<file path="config.mk">
export PLATFORM = sky130hd
export DESIGN_NAME = dma_wait_state_control
export DESIGN_NICKNAME = d
export VERILOG_FILES = /design/src/verilog/wait_ctl_pkg.sv /design/src/verilog/wait_state_timer.sv /design/src/verilog/dma_wait_state_control.sv
export SDC_FILE = /design/constraint.sdc
export NUM_CORES = 1
export LEC_CHECK = 0
export BUFFER_PORTS_ARGS = -buffer_cell sky130_fd_sc_hd__buf_2
export CAP_MARGIN = 20
export CORE_ASPECT_RATIO = 0.9
export CORE_UTILIZATION = 55
export DETAILED_ROUTE_END_ITERATION = 12
export GPL_TIMING_DRIVEN = 0
export HOLD_SLACK_MARGIN = 0.08
export PLACE_DENSITY = 0.85
export SYNTH_ARGS = -nofsm -noshare
export SYNTH_HDL_FRONTEND = slang
export SYNTH_SLANG_ARGS = --single-unit
export TNS_END_PERCENT = 100
</file>
<file path="constraint.sdc">
create_clock -name sys_clk -period 6.14 [get_ports sys_clk]
set_clock_uncertainty 0.05 [all_clocks]
set_input_delay 1.535 -clock sys_clk [delete_from_list [all_inputs] [get_ports sys_clk]]
set_output_delay 1.535 -clock sys_clk [all_outputs]
set_load 0.02 [all_outputs]
</file>
<file path="src/verilog/wait_ctl_pkg.sv">
package wait_ctl_pkg;

  // ----------------------------------------
  // Register byte offsets
  // ----------------------------------------
  localparam logic [7:0] OFS_DMA_WAIT  = 8'h00; // Single-mode DMA wait control
  localparam logic [7:0] OFS_LONG_WAIT = 8'h04; // Long wait and pull-up control
  localparam logic [7:0] OFS_BUS_CTRL  = 8'h08; // Bus control, DRAM enable
  localparam logic [7:0] OFS_STATUS    = 8'h0C; // Cycle engine status

  // ----------------------------------------
  // Reset values
  // ----------------------------------------
  localparam logic [15:0] RST_DMA_WAIT  = 16'hFFFF; // All areas sample wait
  localparam logic [15:0] RST_LONG_WAIT = 16'hF800; // Pull-up on, 4 long waits
  localparam logic        RST_DRAM_EN   = 1'h0;     // Area 1 plain memory

  // ----------------------------------------
  // Field positions
  // ----------------------------------------
  localparam int POS_READ_BITS  = 8;  // Read sample bits 15..8
  localparam int POS_WRITE_BITS = 0;  // Write sample bits 7..0
  localparam int POS_PULLUP     = 15; // Wait pin pull-up enable
  localparam int POS_LW02       = 13; // Areas 0 and 2 long wait code
  localparam int POS_LW6        = 11; // Area 6 long wait code
  localparam int POS_DRAM_EN    = 0;  // DRAM space enable in bus control

  // ----------------------------------------
  // State counts and area numbers
  // ----------------------------------------
  localparam logic [2:0] ST_SHORT   = 3'h1; // Fixed single state
  localparam logic [2:0] ST_LONG    = 3'h2; // Long pitch / sampled cycle
  localparam logic [2:0] ST_MUX_IO  = 3'h4; // Multiplexed I/O cycle
  localparam logic [2:0] ST_LW_BASE = 3'h2; // One state plus code plus one
  localparam logic [2:0] AREA_0     = 3'h0;
  localparam logic [2:0] AREA_DRAM  = 3'h1;
  localparam logic [2:0] AREA_2     = 3'h2;
  localparam logic [2:0] AREA_MUX   = 3'h6;

  // ----------------------------------------
  // Bus answers
  // ----------------------------------------
  localparam logic [1:0] RESP_OKAY   = 2'h0;
  localparam logic [1:0] RESP_SLVERR = 2'h2;

  // ----------------------------------------
  // Types
  // ----------------------------------------
  typedef struct packed {
    logic [2:0] area;    // Target area 7..0
    logic       isWrite; // Memory write when high
    logic       muxIo;   // Access targets multiplexed I/O space
  } dma_req_t;

  typedef enum logic [0:0] {
    T_IDLE = 1'b0,
    T_RUN  = 1'b1
  } timer_state_t;

endpackage : wait_ctl_pkg

</file>
<file path="src/verilog/wait_state_timer.sv">
`timescale 1ns/1ps
module wait_state_timer (
  input  wire logic       sys_clk,
  input  wire logic       rstn,
  input  wire logic       start,      // Begin a cycle, only while idle
  input  wire logic [2:0] baseStates, // States before wait extension
  input  wire logic       sampleWait, // Honour waitN in last state
  input  wire logic       waitN,      // Active-low wait request
  output logic            busy,       // Cycle in progress
  output logic            done,       // Last state of the cycle
  output logic            extending   // Current state is a wait state
);

  wait_ctl_pkg::timer_state_t state_r; // Engine state
  logic [2:0]                 remain_r; // States left incl. current
  logic                       sample_r; // Latched sample choice
  logic                       lastState; // In final counted state

  // ----------------------------------------
  // Completion decode
  // ----------------------------------------
  assign busy      = (state_r == wait_ctl_pkg::T_RUN);
  assign lastState = busy && (remain_r == 3'h1);
  assign extending = lastState && sample_r && !waitN;
  assign done      = lastState && !extending;

  // ----------------------------------------
  // State counter
  // ----------------------------------------
  // Settings latched at start so a register write mid-cycle is harmless
  always_ff @(posedge sys_clk or negedge rstn) begin
    if (!rstn) begin
      state_r  <= wait_ctl_pkg::T_IDLE;
      remain_r <= 3'h0;
      sample_r <= 1'b0;
    end else begin
      case (state_r)
        wait_ctl_pkg::T_IDLE: begin
          if (start) begin
            state_r  <= wait_ctl_pkg::T_RUN;
            remain_r <= baseStates;
            sample_r <= sampleWait;
          end
        end
        wait_ctl_pkg::T_RUN: begin
          if (done) begin
            state_r <= wait_ctl_pkg::T_IDLE;
          end else if (remain_r > 3'h1) begin
            remain_r <= remain_r - 3'h1;
          end
        end
        default: state_r <= wait_ctl_pkg::T_IDLE;
      endcase
    end
  end
endmodule : wait_state_timer

</file>
<file path="src/verilog/dma_wait_state_control.sv">
// Local design decisions: the register offsets and the AXI4-Lite interface to the registers.
`timescale 1ns/1ps
module dma_wait_state_control #(
  parameter int ADDR_W = 8, // Byte address width
  parameter int AREAS  = 8  // Address areas served
) (
  input  wire logic                  sys_clk,
  input  wire logic                  rstn,
  input  wire logic [ADDR_W-1:0]     awaddr,
  input  wire logic                  awvalid,
  output logic                       awready,
  input  wire logic [31:0]           wdata,
  input  wire logic [3:0]            wstrb,
  input  wire logic                  wvalid,
  output logic                       wready,
  output logic [1:0]                 bresp,
  output logic                       bvalid,
  input  wire logic                  bready,
  input  wire logic [ADDR_W-1:0]     araddr,
  input  wire logic                  arvalid,
  output logic                       arready,
  output logic [31:0]                rdata,
  output logic [1:0]                 rresp,
  output logic                       rvalid,
  input  wire logic                  rready,
  input  wire wait_ctl_pkg::dma_req_t dmaReq,
  input  wire logic                  cycStart,
  output logic                       cycReady,
  output logic                       cycBusy,
  output logic                       cycDone,
  output logic                       cycExtending,
  input  wire logic                  waitN,
  output logic                       waitPullupEn
);

  // ----------------------------------------
  // Elaboration checks
  // ----------------------------------------
  if (AREAS != 8 || ADDR_W < 8) begin : g_bad_param
    $error("unsupported AREAS or ADDR_W");
  end

  // ----------------------------------------
  // Declarations
  // ----------------------------------------
  logic [15:0]       dmaWait_r;   // Read bits 15..8, write bits 7..0
  logic [4:0]        longWait_r;  // Stored bits 15..11 only
  logic              dramEn_r;    // Area 1 is DRAM space
  logic              awHeld_r;    // Write address captured
  logic              wHeld_r;     // Write data captured
  logic [ADDR_W-1:0] awAddr_r;    // Captured write address
  logic [31:0]       wData_r;     // Captured write data
  logic [3:0]        wStrb_r;     // Captured byte enables
  logic              bvalid_r;    // Write answer pending
  logic [1:0]        bresp_r;     // Write answer code
  logic              rvalid_r;    // Read answer pending
  logic [1:0]        rresp_r;     // Read answer code
  logic [31:0]       rdata_r;     // Read answer data
  logic [2:0]        curArea_r;   // Area of running cycle
  logic              doWrite;     // Both write halves present
  logic              arFire;      // Read address taken
  logic [AREAS-1:0]  selBits;     // Per-area sample bit for direction
  logic              areaBit;     // Sample bit of requested area
  logic              isDram;      // Request hits DRAM space
  logic              isMux;       // Request hits multiplexed I/O
  logic              isLong;      // Request hits long wait area
  logic [1:0]        lwCode;      // Long wait code for request
  logic [2:0]        baseStates;  // Counted states for request
  logic              sampleWait;  // Wait input honoured
  logic              engStart;    // Accepted cycle request

  // ----------------------------------------
  // Bus handshakes
  // ----------------------------------------
  // One write held at a time; no new halves while the answer waits
  assign awready = !awHeld_r && !bvalid_r;
  assign wready  = !wHeld_r && !bvalid_r;
  assign arready = !rvalid_r;
  assign doWrite = awHeld_r && wHeld_r;
  assign arFire  = arvalid && arready;
  assign bvalid  = bvalid_r;
  assign bresp   = bresp_r;
  assign rvalid  = rvalid_r;
  assign rresp   = rresp_r;
  assign rdata   = rdata_r;

  // ----------------------------------------
  // Write channel capture
  // ----------------------------------------
  // Address and data may come in either order
  always_ff @(posedge sys_clk or negedge rstn) begin
    if (!rstn) begin
      awHeld_r <= 1'b0;
      wHeld_r  <= 1'b0;
      awAddr_r <= '0;
      wData_r  <= 32'h0;
      wStrb_r  <= 4'h0;
    end else begin
      if (awvalid && awready) begin
        awHeld_r <= 1'b1;
        awAddr_r <= awaddr;
      end else if (doWrite) begin
        awHeld_r <= 1'b0;
      end
      if (wvalid && wready) begin
        wHeld_r <= 1'b1;
        wData_r <= wdata;
        wStrb_r <= wstrb;
      end else if (doWrite) begin
        wHeld_r <= 1'b0;
      end
    end
  end

  // ----------------------------------------
  // Write answer
  // ----------------------------------------
  // Status is read-only but answers OKAY; unknown offsets get SLVERR
  always_ff @(posedge sys_clk or negedge rstn) begin
    if (!rstn) begin
      bvalid_r <= 1'b0;
      bresp_r  <= wait_ctl_pkg::RESP_OKAY;
    end else if (doWrite) begin
      bvalid_r <= 1'b1;
      case (awAddr_r[7:0])
        wait_ctl_pkg::OFS_DMA_WAIT, wait_ctl_pkg::OFS_LONG_WAIT,
        wait_ctl_pkg::OFS_BUS_CTRL, wait_ctl_pkg::OFS_STATUS: begin
          bresp_r <= wait_ctl_pkg::RESP_OKAY;
        end
        default: bresp_r <= wait_ctl_pkg::RESP_SLVERR;
      endcase
    end else if (bready) begin
      bvalid_r <= 1'b0;
    end
  end

  // ----------------------------------------
  // Configuration registers
  // ----------------------------------------
  // Only the power-on reset clears these; no other reset reaches them
  // power-on reset only
  always_ff @(posedge sys_clk or negedge rstn) begin
    if (!rstn) begin
      dmaWait_r  <= wait_ctl_pkg::RST_DMA_WAIT;
      longWait_r <= wait_ctl_pkg::RST_LONG_WAIT[15:11];
      dramEn_r   <= wait_ctl_pkg::RST_DRAM_EN;
    end else if (doWrite) begin
      case (awAddr_r[7:0])
        wait_ctl_pkg::OFS_DMA_WAIT: begin
          if (wStrb_r[0]) dmaWait_r[7:0] <= wData_r[7:0];
          if (wStrb_r[1]) dmaWait_r[15:8] <= wData_r[15:8];
        end
        wait_ctl_pkg::OFS_LONG_WAIT: begin
          if (wStrb_r[1]) longWait_r <= wData_r[15:11];
        end
        wait_ctl_pkg::OFS_BUS_CTRL: begin
          if (wStrb_r[0]) dramEn_r <= wData_r[wait_ctl_pkg::POS_DRAM_EN];
        end
        default: begin
          // Status and unmapped writes change nothing
        end
      endcase
    end
  end
  assign waitPullupEn = longWait_r[wait_ctl_pkg::POS_PULLUP - 11];

  // ----------------------------------------
  // Read channel
  // ----------------------------------------
  // Answer one cycle after the address is taken
  always_ff @(posedge sys_clk or negedge rstn) begin
    if (!rstn) begin
      rvalid_r <= 1'b0;
      rresp_r  <= wait_ctl_pkg::RESP_OKAY;
      rdata_r  <= 32'h0;
    end else if (arFire) begin
      rvalid_r <= 1'b1;
      rresp_r  <= wait_ctl_pkg::RESP_OKAY;
      case (araddr[7:0])
        wait_ctl_pkg::OFS_DMA_WAIT:  rdata_r <= {16'h0, dmaWait_r};
        wait_ctl_pkg::OFS_LONG_WAIT: rdata_r <= {16'h0, longWait_r, 11'h0};
        wait_ctl_pkg::OFS_BUS_CTRL:  rdata_r <= {31'h0, dramEn_r};
        wait_ctl_pkg::OFS_STATUS:    rdata_r <= {27'h0, curArea_r, cycExtending, cycBusy};
        default: begin
          rdata_r <= 32'h0;
          rresp_r <= wait_ctl_pkg::RESP_SLVERR;
        end
      endcase
    end else if (rready) begin
      rvalid_r <= 1'b0;
    end
  end

  // ----------------------------------------
  // Per-area sample bit and cycle length
  // ----------------------------------------
  // reads use bits 15..8, writes use bits 7..0
  for (genvar i = 0; i < AREAS; i++) begin : g_area
    assign selBits[i] = dmaReq.isWrite ? dmaWait_r[wait_ctl_pkg::POS_WRITE_BITS + i]
                                       : dmaWait_r[wait_ctl_pkg::POS_READ_BITS + i];
  end
  assign areaBit = selBits[dmaReq.area];

  // Multiplexed I/O exists only in area 6; the flag elsewhere is ignored
  always_comb begin
    isMux  = dmaReq.muxIo && (dmaReq.area == wait_ctl_pkg::AREA_MUX);
    isDram = (dmaReq.area == wait_ctl_pkg::AREA_DRAM) && dramEn_r;
    isLong = (dmaReq.area == wait_ctl_pkg::AREA_0) || (dmaReq.area == wait_ctl_pkg::AREA_2) ||
             (dmaReq.area == wait_ctl_pkg::AREA_MUX);
    lwCode = longWait_r[wait_ctl_pkg::POS_LW02 - 11 +: 2];
    if (dmaReq.area == wait_ctl_pkg::AREA_MUX) begin
      lwCode = longWait_r[wait_ctl_pkg::POS_LW6 - 11 +: 2];
    end
    sampleWait = areaBit;
    if (isMux) begin
      baseStates = wait_ctl_pkg::ST_MUX_IO;
      sampleWait = 1'b1;
    end else if (isDram) begin
      baseStates = areaBit ? wait_ctl_pkg::ST_LONG : wait_ctl_pkg::ST_SHORT;
    end else if (isLong) begin
      baseStates = wait_ctl_pkg::ST_LW_BASE + {1'b0, lwCode};
    end else begin
      baseStates = areaBit ? wait_ctl_pkg::ST_LONG : wait_ctl_pkg::ST_SHORT;
    end
  end

  // ----------------------------------------
  // Cycle engine
  // ----------------------------------------
  // A request offered while busy simply waits for cycReady
  assign cycReady = !cycBusy;
  assign engStart = cycStart && cycReady;
  wait_state_timer u_timer (
    .sys_clk    (sys_clk),
    .rstn       (rstn),
    .start      (engStart),
    .baseStates (baseStates),
    .sampleWait (sampleWait),
    .waitN      (waitN),
    .busy       (cycBusy),
    .done       (cycDone),
    .extending  (cycExtending)
  );
  // Area of running cycle, for status
  always_ff @(posedge sys_clk or negedge rstn) begin
    if (!rstn) begin
      curArea_r <= 3'h0;
    end else if (engStart) begin
      curArea_r <= dmaReq.area;
    end
  end
endmodule : dma_wait_state_control

</file>
==> results.toml, run 1 <==
[run_status]
status = "completed"

[placement]
io_buffers = 72
place.gp.congestion = 0.810
dp.cells = 467
dp_hpwl_mm = 5.23
pre_cts_ws_ns = 2.48

[sta]
fmax_ghz = 0.273
setup_viol = 0
setup_slack_ns = 2.48
finalHoldViolations = 0
finalCritPeriodShare = 0.596
fin_tns_setup_ns = 0
relSlewSlack = 0.648
worstMarginPinSlew_ns = 0.528
rsz0062_at_grt = "false"
finalCriticalPeriod_ns = 3.66
drv_slew = 0

[worst_setup_path]
cpMostUsedCell = "buf_2"
start_kind = "input port"
slowest_delay_ns = 0.21
worstReg2RegEnd = "dmaWait_r[0]"
crit_buf_inv = 3
endpoint_kind = "output pin"
r2r-start = "awAddr_r[0]"
critPathTopFamily = "buffers and inverters"
critPathRequiredTime_ns = 4.55
worstPathArrival_ns = 2.07
r2r_setup_slack_ns = 4.00
slowest_stage = "a21oi_1"
critPathMaxFanout = 2
path_cells = "buf_2 -> inv_1 -> a21oi_1 -> buf_2"
crit_type = "in2out"
reg2regPathDepth = 5

[clocking]
cts.sinks = 78
cts_buffer_depth = 2
root_buffer = "clkbuf_8"
ctsHoldBuffers = 0
cts_resized = 0
cts_inserted_buffers = 9
post_cts_buffers = 0
clkLatencyLatePin_ns = 0.35
htree_levels = 3
cts_tree = "yes"
clkTransAtPathRegs_ns = 0.08

[logic_synthesis]
yosysWarningCount = 0
synth_seq_cells = 78
yosys-top-cells-count = "dfrtp_1, mux2_2, dfstp_2"
syn_area_um2 = 3630
synthTopCellsByArea = "dfrtp_1, mux2_2, dfstp_2, buf_4, mux2i_1"
synthArstFlopShare = 1.00
synth_edf_count = 0
synth.most_common_cell = "dfrtp_1"
yosysTopAreaCell = "dfrtp_1"
synth.avg_cell_area_um2 = 12.5
ys_types = 44
synth_cells = 290
ys_seq_area_frac = 0.545
synthFlopType = "dfrtp_1"
synth_top_area_share = 0.393

[hold_path]
min_from = "rdata[2]"
holdPathStages = 2
hold_class = "reg2reg"
min_to = "rdata[2]"

[global_routing]
grt_pass1_vias = 2483
antenna_found_initial = 0
grtUsageTotal = 0.224
grt_max_degree = 78
grt_pass1_wl_mm = 11.7
overflow = 0

[floorplanning]
die-width_um = 87.7
die_area_um2 = 6930
rows = 27
coreArea_um2 = 6250
initial_utilization = 0.581
die_y_um = 79.1
ios = 112

[detailed_routing]
route.vias.total = 2525
viasPerCell = 5.23
drt_iter0_markers = 134
antenna_left = 0
routedWlPerCell_um = 14.6
drc = 0
routed_wl_mm = 7.04
dr.pass1.iters = 4

[cells_and_area]
diodes = 0
area_growth_pct = 21.5
drive_gt1_frac = 0.472
final_cells = 483
final_nets = 459

[power_and_ir_drop]
power.leakage_nw = 2.11
ir_drop_uv = 255
pwr_density_cell_nw_per_um2 = 369

[run]
maxCapViolations = 0
## routing by layer
| metal | wire, um | track usage |
|---|---|---|
| met1 | 3120 | 0.292 |
| met2 | 3420 | 0.360 |
| met3 | 425 | 0.0707 |
| met4 | 75 | 0.0656 |
| met5 | 0 | 0 |
## power by group
part	internal [mW]	leakage [nW]	switching (mW)	total, mW
clock network	0.240	0.107	0.179	0.419
registers	0.666	0.921	0.106	0.772
logic	0.231	1.08	0.207	0.438
total	1.14	2.11	0.492	1.63
## tightest hold or removal path: cells and delay by family (launching register included)
kind | cells | cell delay, ns
AOI/OAI and AO/OA | 1 | 0.05
DFF | 1 | 0.34
and+or+nand+nor | 1 | 0.05
## layout make-up
class / count / area, um^2
fill: 471 / 1840
multi-input combinational: 187 / 1480
clock buffer: 12 / 145
inverter: 10 / 37.5
tap: 87 / 109
timing repair buffer: 73 / 390
clock inverter: 4 / 72.6
sequential: 78 / 1980
buffer: 32 / 204
## per-stage QoR
step | hold slack [ns] | util | power [mW] | instance area, um^2
finish | 0.424 | 0.706 | 1.63 | 4410
detailed placement | 0.410 | 0.671 | 1.22 | 4200
global route | 0.448 | 0.706 | 1.72 | 4410
CTS | 0.429 | 0.706 | 1.64 | 4410
global placement | 0.406 | 0.666 | 1.18 | 4170
floorplan | 0.425 | - | 1.08 | 3700
## how the worst max path moves through the flow
stage	to	startpoint	cells after the start	slack, ns
6_report	cycDone	waitN	4	2.48
5_1_grt	cycDone	waitN	4	2.44
4_1_cts	cycDone	waitN	4	2.48
3_5_place_dp	cycDone	waitN	4	2.48
3_3_place_gp	cycExtending	waitN	4	2.50
2_1_floorplan	cycDone	waitN	2	2.60
## cell families (layout without fill, tap and decap cells)
logic type	Yosys count	count (layout)	share of synthesized area
flip-flops	78	78	0.545
multiplexers	65	65	0.197
AND/OR/NAND/NOR	56	56	0.0927
AO/OA/AOI/OAI	45	45	0.0885
buffers and inverters	42	131	0.0665
adder cells (fa/ha/maj)	2	2	0.00689
other	1	18	0.00103
XOR/XNOR	1	1	0.00241
## layout by cell type, fill, tap and decap left out, types with 3 or more instances in the layout
cell type,instances
inv_1,10
a21oi_1,4
clkbuf_8,10
nor2_1,12
clkbuf_1,13
nand2b_1,3
o31ai_1,3
buf_2,72
and2_1,5
conb_1,18
buf_4,19
nand4b_1,3
nor2b_1,4
a22o_1,10
mux2i_1,12
dfstp_2,21
nand2_1,14
dfrtp_1,57
a31oi_1,3
a22oi_1,4
o21ai_0,9
mux2_2,53
## flip-flops by register name, summed over array words and instances (netlist names)
register / cells
bvalid: 1
rdata: 16
wStrb_r: 2
longWait_r: 5
rresp: 1
u_timer.busy: 1
wData_r: 16
rvalid: 1
awHeld_r: 1
u_timer.sample_r: 1
awAddr_r: 8
wHeld_r: 1
u_timer.remain_r: 3
curArea_r: 3
dramEn_r: 1
dmaWait_r: 16
bresp: 1
No activity file was read; power rests on OpenSTA's default activity.
==> run 2: changes to the inputs <==
- ABC_AREA: default -> 1
- CORE_UTILIZATION: 55 -> 51
- PLACE_DENSITY: 0.85 -> 0.8
- clock period: 6.14 -> 3.8 ns (I/O delays scaled with it)
==> results.toml, run 2 <==
[sta]
finalHoldViolations = 0
fmax_ghz = 0.348
fin_tns_setup_ns = 0
finalCriticalPeriod_ns = 2.87
finalCritPeriodShare = 0.756
relSlewSlack = 0.663
worstMarginPinSlew_ns = 0.504
setup_viol = 0
drv_slew = 0
rsz0062_at_grt = "false"

[power_and_ir_drop]
clkPwrFrac = 0.220
p_seq_frac = 0.484
p_comb_frac = 0.296
pwr_density_cell_nw_per_um2 = 584
p_sw_uw = 876
p_sw_frac = 0.340
internal_power_mw = 1.70
ir_drop_uv = 459
power.leakage_nw = 2.37

[detailed_routing]
met2WireLength_mm = 3.56
top_layer_used = "met4"
route.vias.total = 2983
antenna_left = 0
wl_met3_um = 521
drc = 0
dr.pass1.iters = 4
routedWlPerCell_um = 12.0
viasPerCell = 4.77
routed_wl_mm = 7.53
wirelength_met1_mm = 3.38
drt_iter0_markers = 241

[logic_synthesis]
yosysTopAreaCell = "dfrtp_1"
syn_area_um2 = 3640
synthArstFlopShare = 1.00
ys_seq_area_frac = 0.543
ys_types = 30
synth.avg_cell_area_um2 = 8.54
synth.most_common_cell = "nand2_1"
synth_seq_cells = 78
synthFlopType = "dfrtp_1"
synth_edf_count = 0
synth_top_area_share = 0.392
synth_cells = 426
yosysWarningCount = 0
synthTopCellsByArea = "dfrtp_1, dfstp_2, nand2_1, inv_1, o21ai_0"
yosys-top-cells-count = "nand2_1, dfrtp_1, inv_1"

[floorplanning]
die_y_um = 82.1
initial_utilization = 0.541
coreArea_um2 = 6730
die_area_um2 = 7480
rows = 28
ios = 112
die-width_um = 91.1

[worst_setup_path]
crit_cells = 6
endpoint_kind = "output pin"
slowest_delay_ns = 0.46
path_cells = "inv_1 -> ha_1 -> nand3_1 -> nor3b_1 -> nor2_1 -> buf_2"
worstPathArrival_ns = 1.87
start_kind = "flip-flop"
critPathMaxFanout = 3
r2r_setup_slack_ns = 2.11
critPathRequiredTime_ns = 2.80
critPathTopFamily = "simple AND/OR/NAND/NOR gates"
r2r-start = "u_timer.remain_r[1]"
crit_buf_inv = 2
crit_type = "reg2out"
slowest_stage = "nor3b_1"
crit_start = "u_timer.remain_r[1]"
crit_end = "cycDone"
worstReg2RegEnd = "rdata[1]"
reg2regPathDepth = 8

[run_status]
status = "completed"

[placement]
io_buffers = 75
dp_hpwl_mm = 5.79
place.gp.congestion = 0.816

[global_routing]
grtUsageTotal = 0.219
grt_pass1_vias = 2825
antenna_found_initial = 0
grt_pass1_wl_mm = 12.5
overflow = 0
grt_max_degree = 78

[cells_and_area]
final_nets = 598
drive_gt1_frac = 0.271
layout_common_cells = "nand2_1, buf_2, inv_1, dfrtp_1, nor2_1"
final_common_cell = "nand2_1"
diodes = 0
area_growth_pct = 21.0
post-route-util = 0.655

[hold_path]
hold_class = "in2async"

[clocking]
ctsHoldBuffers = 0
cts_inserted_buffers = 9
cts.sinks = 78
post_cts_buffers = 0
cts_buffer_depth = 2
clkTransAtPathRegs_ns = 0.07
htree_levels = 3
cts_tree = "yes"
cts_resized = 0
root_buffer = "clkbuf_8"
clkLatencyLatePin_ns = 0.35

[run]
maxCapViolations = 0
[run 2: worst min-delay path by stage]
stage / cells after the start / to / slack, ns
5_1_grt: 1 / rvalid / 0.32
2_1_floorplan: 2 / u_timer.remain_r[1] / 0.40
4_1_cts: 1 / rvalid / 0.32
6_report: 1 / rvalid / 0.34
3_5_place_dp: 2 / rdata[0] / 0.41
3_3_place_gp: 2 / rdata[2] / 0.41
[run 2: logic make-up after synthesis]
kind of cell / synth area share
other cells: 0.00103
simple gates: 0.203
compound gates: 0.107
mux: 0.0278
xor+xnor: 0.00241
fa+ha+maj: 0.00687
buf+inv: 0.108
flops: 0.543
[run 2: power groups by stage]
| stage | Clock, mW | Combinational [mW] | Sequential (mW) |
|---|---|---|---|
| finish | 0.565 | 0.762 | 1.24 |
| global route | 0.614 | 0.866 | 1.27 |
| floorplan | 0 | 0.532 | 1.24 |
| detailed placement | 0 | 0.766 | 1.26 |
| global placement | 0 | 0.728 | 1.25 |
| CTS | 0.581 | 0.768 | 1.24 |
[run 2: through the flow]
step                      cell area (um^2)  instances  worst slack [ns]  power (mW)  hold WS, ns
final                                 4400        625             0.927        2.57        0.338
after global routing                  4400        625             0.757        2.75        0.323
after CTS                             4400        625             0.966        2.59        0.323
after detailed placement              4220        609              1.06        2.02        0.412
after global placement                4190        608              1.06        1.98        0.407
after floorplan                       3700        443             0.949        1.78        0.399
[run 2: worst reg2reg max path: stages, from the launching register on]
cell and delay [ns]:
dfrtp_1 0.38, inv_1 0.11, ha_1 0.16, nand3_1 0.12, nor3b_1 0.46, nand2_1 0.12, o21ai_1 0.10, nand2_1 0.07
nand2_1 0.06
[run 2: cell type report]
type / instances / area, um^2
timing repair buffer: 76 / 405
multi-input combinational: 280 / 1330
sequential: 78 / 1980
clock buffer: 15 / 178
buffer: 25 / 168
clock inverter: 1 / 5.00
fill: 589 / 2320
inverter: 60 / 225
tap: 90 / 113
[run 2: per-layer routing]
layer | GRT usage | vias to the layer above
met5 | 0 | -
met4 | 0.0683 | 0
met3 | 0.0650 | 6
met2 | 0.367 | 111
met1 | 0.278 | 1346
li1 | - | 1520
==> run 3: changes to the inputs <==
- clock period: 3.8 -> 2.8 ns (I/O delays scaled with it)
==> results.toml, run 3 (same netlist as run 2, synthesis figures left out) <==
[run_status]
status = "completed"

[worst_setup_path]
crit_type = "reg2out"
reg2regPathDepth = 8
endpoint_kind = "output pin"
worstPathArrival_ns = 1.85
critPathMaxFanout = 3
start_kind = "flip-flop"
critPathRequiredTime_ns = 2.05

[floorplanning]
die_y_um = 82.1
die_area_um2 = 7480
initial_utilization = 0.541
coreArea_um2 = 6730
rows = 28
die-width_um = 91.1
ios = 112

[clocking]
cts_tree = "yes"
cts_inserted_buffers = 9
post_cts_buffers = 0
ctsHoldBuffers = 1
root_buffer = "clkbuf_8"
clkLatencyLatePin_ns = 0.35
htree_levels = 3
cts.sinks = 78
cts_buffer_depth = 2
cts_resized = 0
clkTransAtPathRegs_ns = 0.07

[cells_and_area]
final_cells = 626
final_common_cell = "nand2_1"
drive_gt1_frac = 0.271
layout_common_cells = "nand2_1, buf_2, inv_1, dfrtp_1, nor2_1"
diodes = 0
final_nets = 599
area_growth_pct = 21.3
n_fill_cell = 588

[detailed_routing]
antenna_left = 0
routedWlPerCell_um = 12.0
dr.pass1.iters = 4
route.vias.total = 2994
drt_iter0_markers = 233
viasPerCell = 4.78
routed_wl_mm = 7.54
drc = 0

[global_routing]
overflow = 0
grtUsageTotal = 0.219
grt_pass1_wl_mm = 12.5
grt_pass1_vias = 2834
grt_max_degree = 78
antenna_found_initial = 0

[power_and_ir_drop]
ir_drop_uv = 624
pwr_density_cell_nw_per_um2 = 791
power.leakage_nw = 2.37

[hold_path]
hold_class = "reg2reg"
holdPathStages = 2

[sta]
drv_slew = 0
fmax_ghz = 0.384
rsz0062_at_grt = "false"
finalHoldViolations = 0
finalCriticalPeriod_ns = 2.60
fin_tns_setup_ns = 0
finalCritPeriodShare = 0.929
setup_viol = 0

[placement]
place.gp.congestion = 0.816
dp_hpwl_mm = 5.79
io_buffers = 75
dp.cells = 609

[run]
maxCapViolations = 0
==> run 3: changes by cell type in the layout (fill, tap and decap cells not counted) <==
cell / delta
dlygate4sd3_1: +1
==> run 3: cell type report <==
class / instances / area (um^2) / area share
clock buffers: 15 / 178 / 0.0402
repair buffers: 77 / 415 / 0.0941
inverters: 60 / 225 / 0.0510
clock inverters: 1 / 5.00 / 0.00113
well taps: 90 / 113 / 0.0255
plain buffers: 25 / 168 / 0.0380
flip-flops and latches: 78 / 1980 / 0.448
multi-input cells: 280 / 1330 / 0.302
==> run 3: worst max-delay path: stages, from the launching register on <==
cell and delay (ns):
dfrtp_1 0.38, inv_1 0.10, ha_1 0.16, nand3_1 0.12
nor3b_1 0.44, nor2_1 0.11, buf_2 0.18
==> run 3: path summary, 6_finish.rpt <==
check,from,to,slack (ns)
max,u_timer.remain_r[1],cycDone,0.20
min reg2reg,rdata[0],rdata[0],0.43
max reg2reg,u_timer.remain_r[1],rdata[1],1.14
min,rdata[0],rdata[0],0.43
min in group asynchronous,rstn,rvalid,0.64
max in group asynchronous,rstn,longWait_r[2],1.47
==> run 3: per-layer routing <==
| layer | GRT usage | vias to the layer above | part of all wire |
|---|---|---|---|
| met5 | 0 | - | 0 |
| met4 | 0.0683 | 0 | 0.0084 |
| met3 | 0.0641 | 6 | 0.073 |
| met2 | 0.369 | 119 | 0.48 |
| met1 | 0.279 | 1347 | 0.44 |
| li1 | - | 1522 | - |
==> run 3: through the flow <==
stage | total power [mW] | worst slack (ns) | instance area [um^2] | hold slack, ns | util
after global placement | 2.68 | 0.523 | 4190 | 0.407 | 0.623
after global routing | 3.74 | 0.00663 | 4410 | 0.444 | 0.656
after CTS | 3.52 | 0.216 | 4410 | 0.431 | 0.656
final | 3.49 | 0.199 | 4410 | 0.425 | 0.656
after floorplan | 2.41 | 0.449 | 3700 | 0.354 | -
after detailed placement | 2.75 | 0.564 | 4220 | 0.412 | 0.628
==> run 3: report_power, final <==
part           switching (mW)  leakage (nW)  total, mW  internal [mW]
sequential              0.182         0.909       1.69           1.51
clock                   0.367        0.0929      0.767          0.400
combinational           0.641          1.37       1.03          0.393
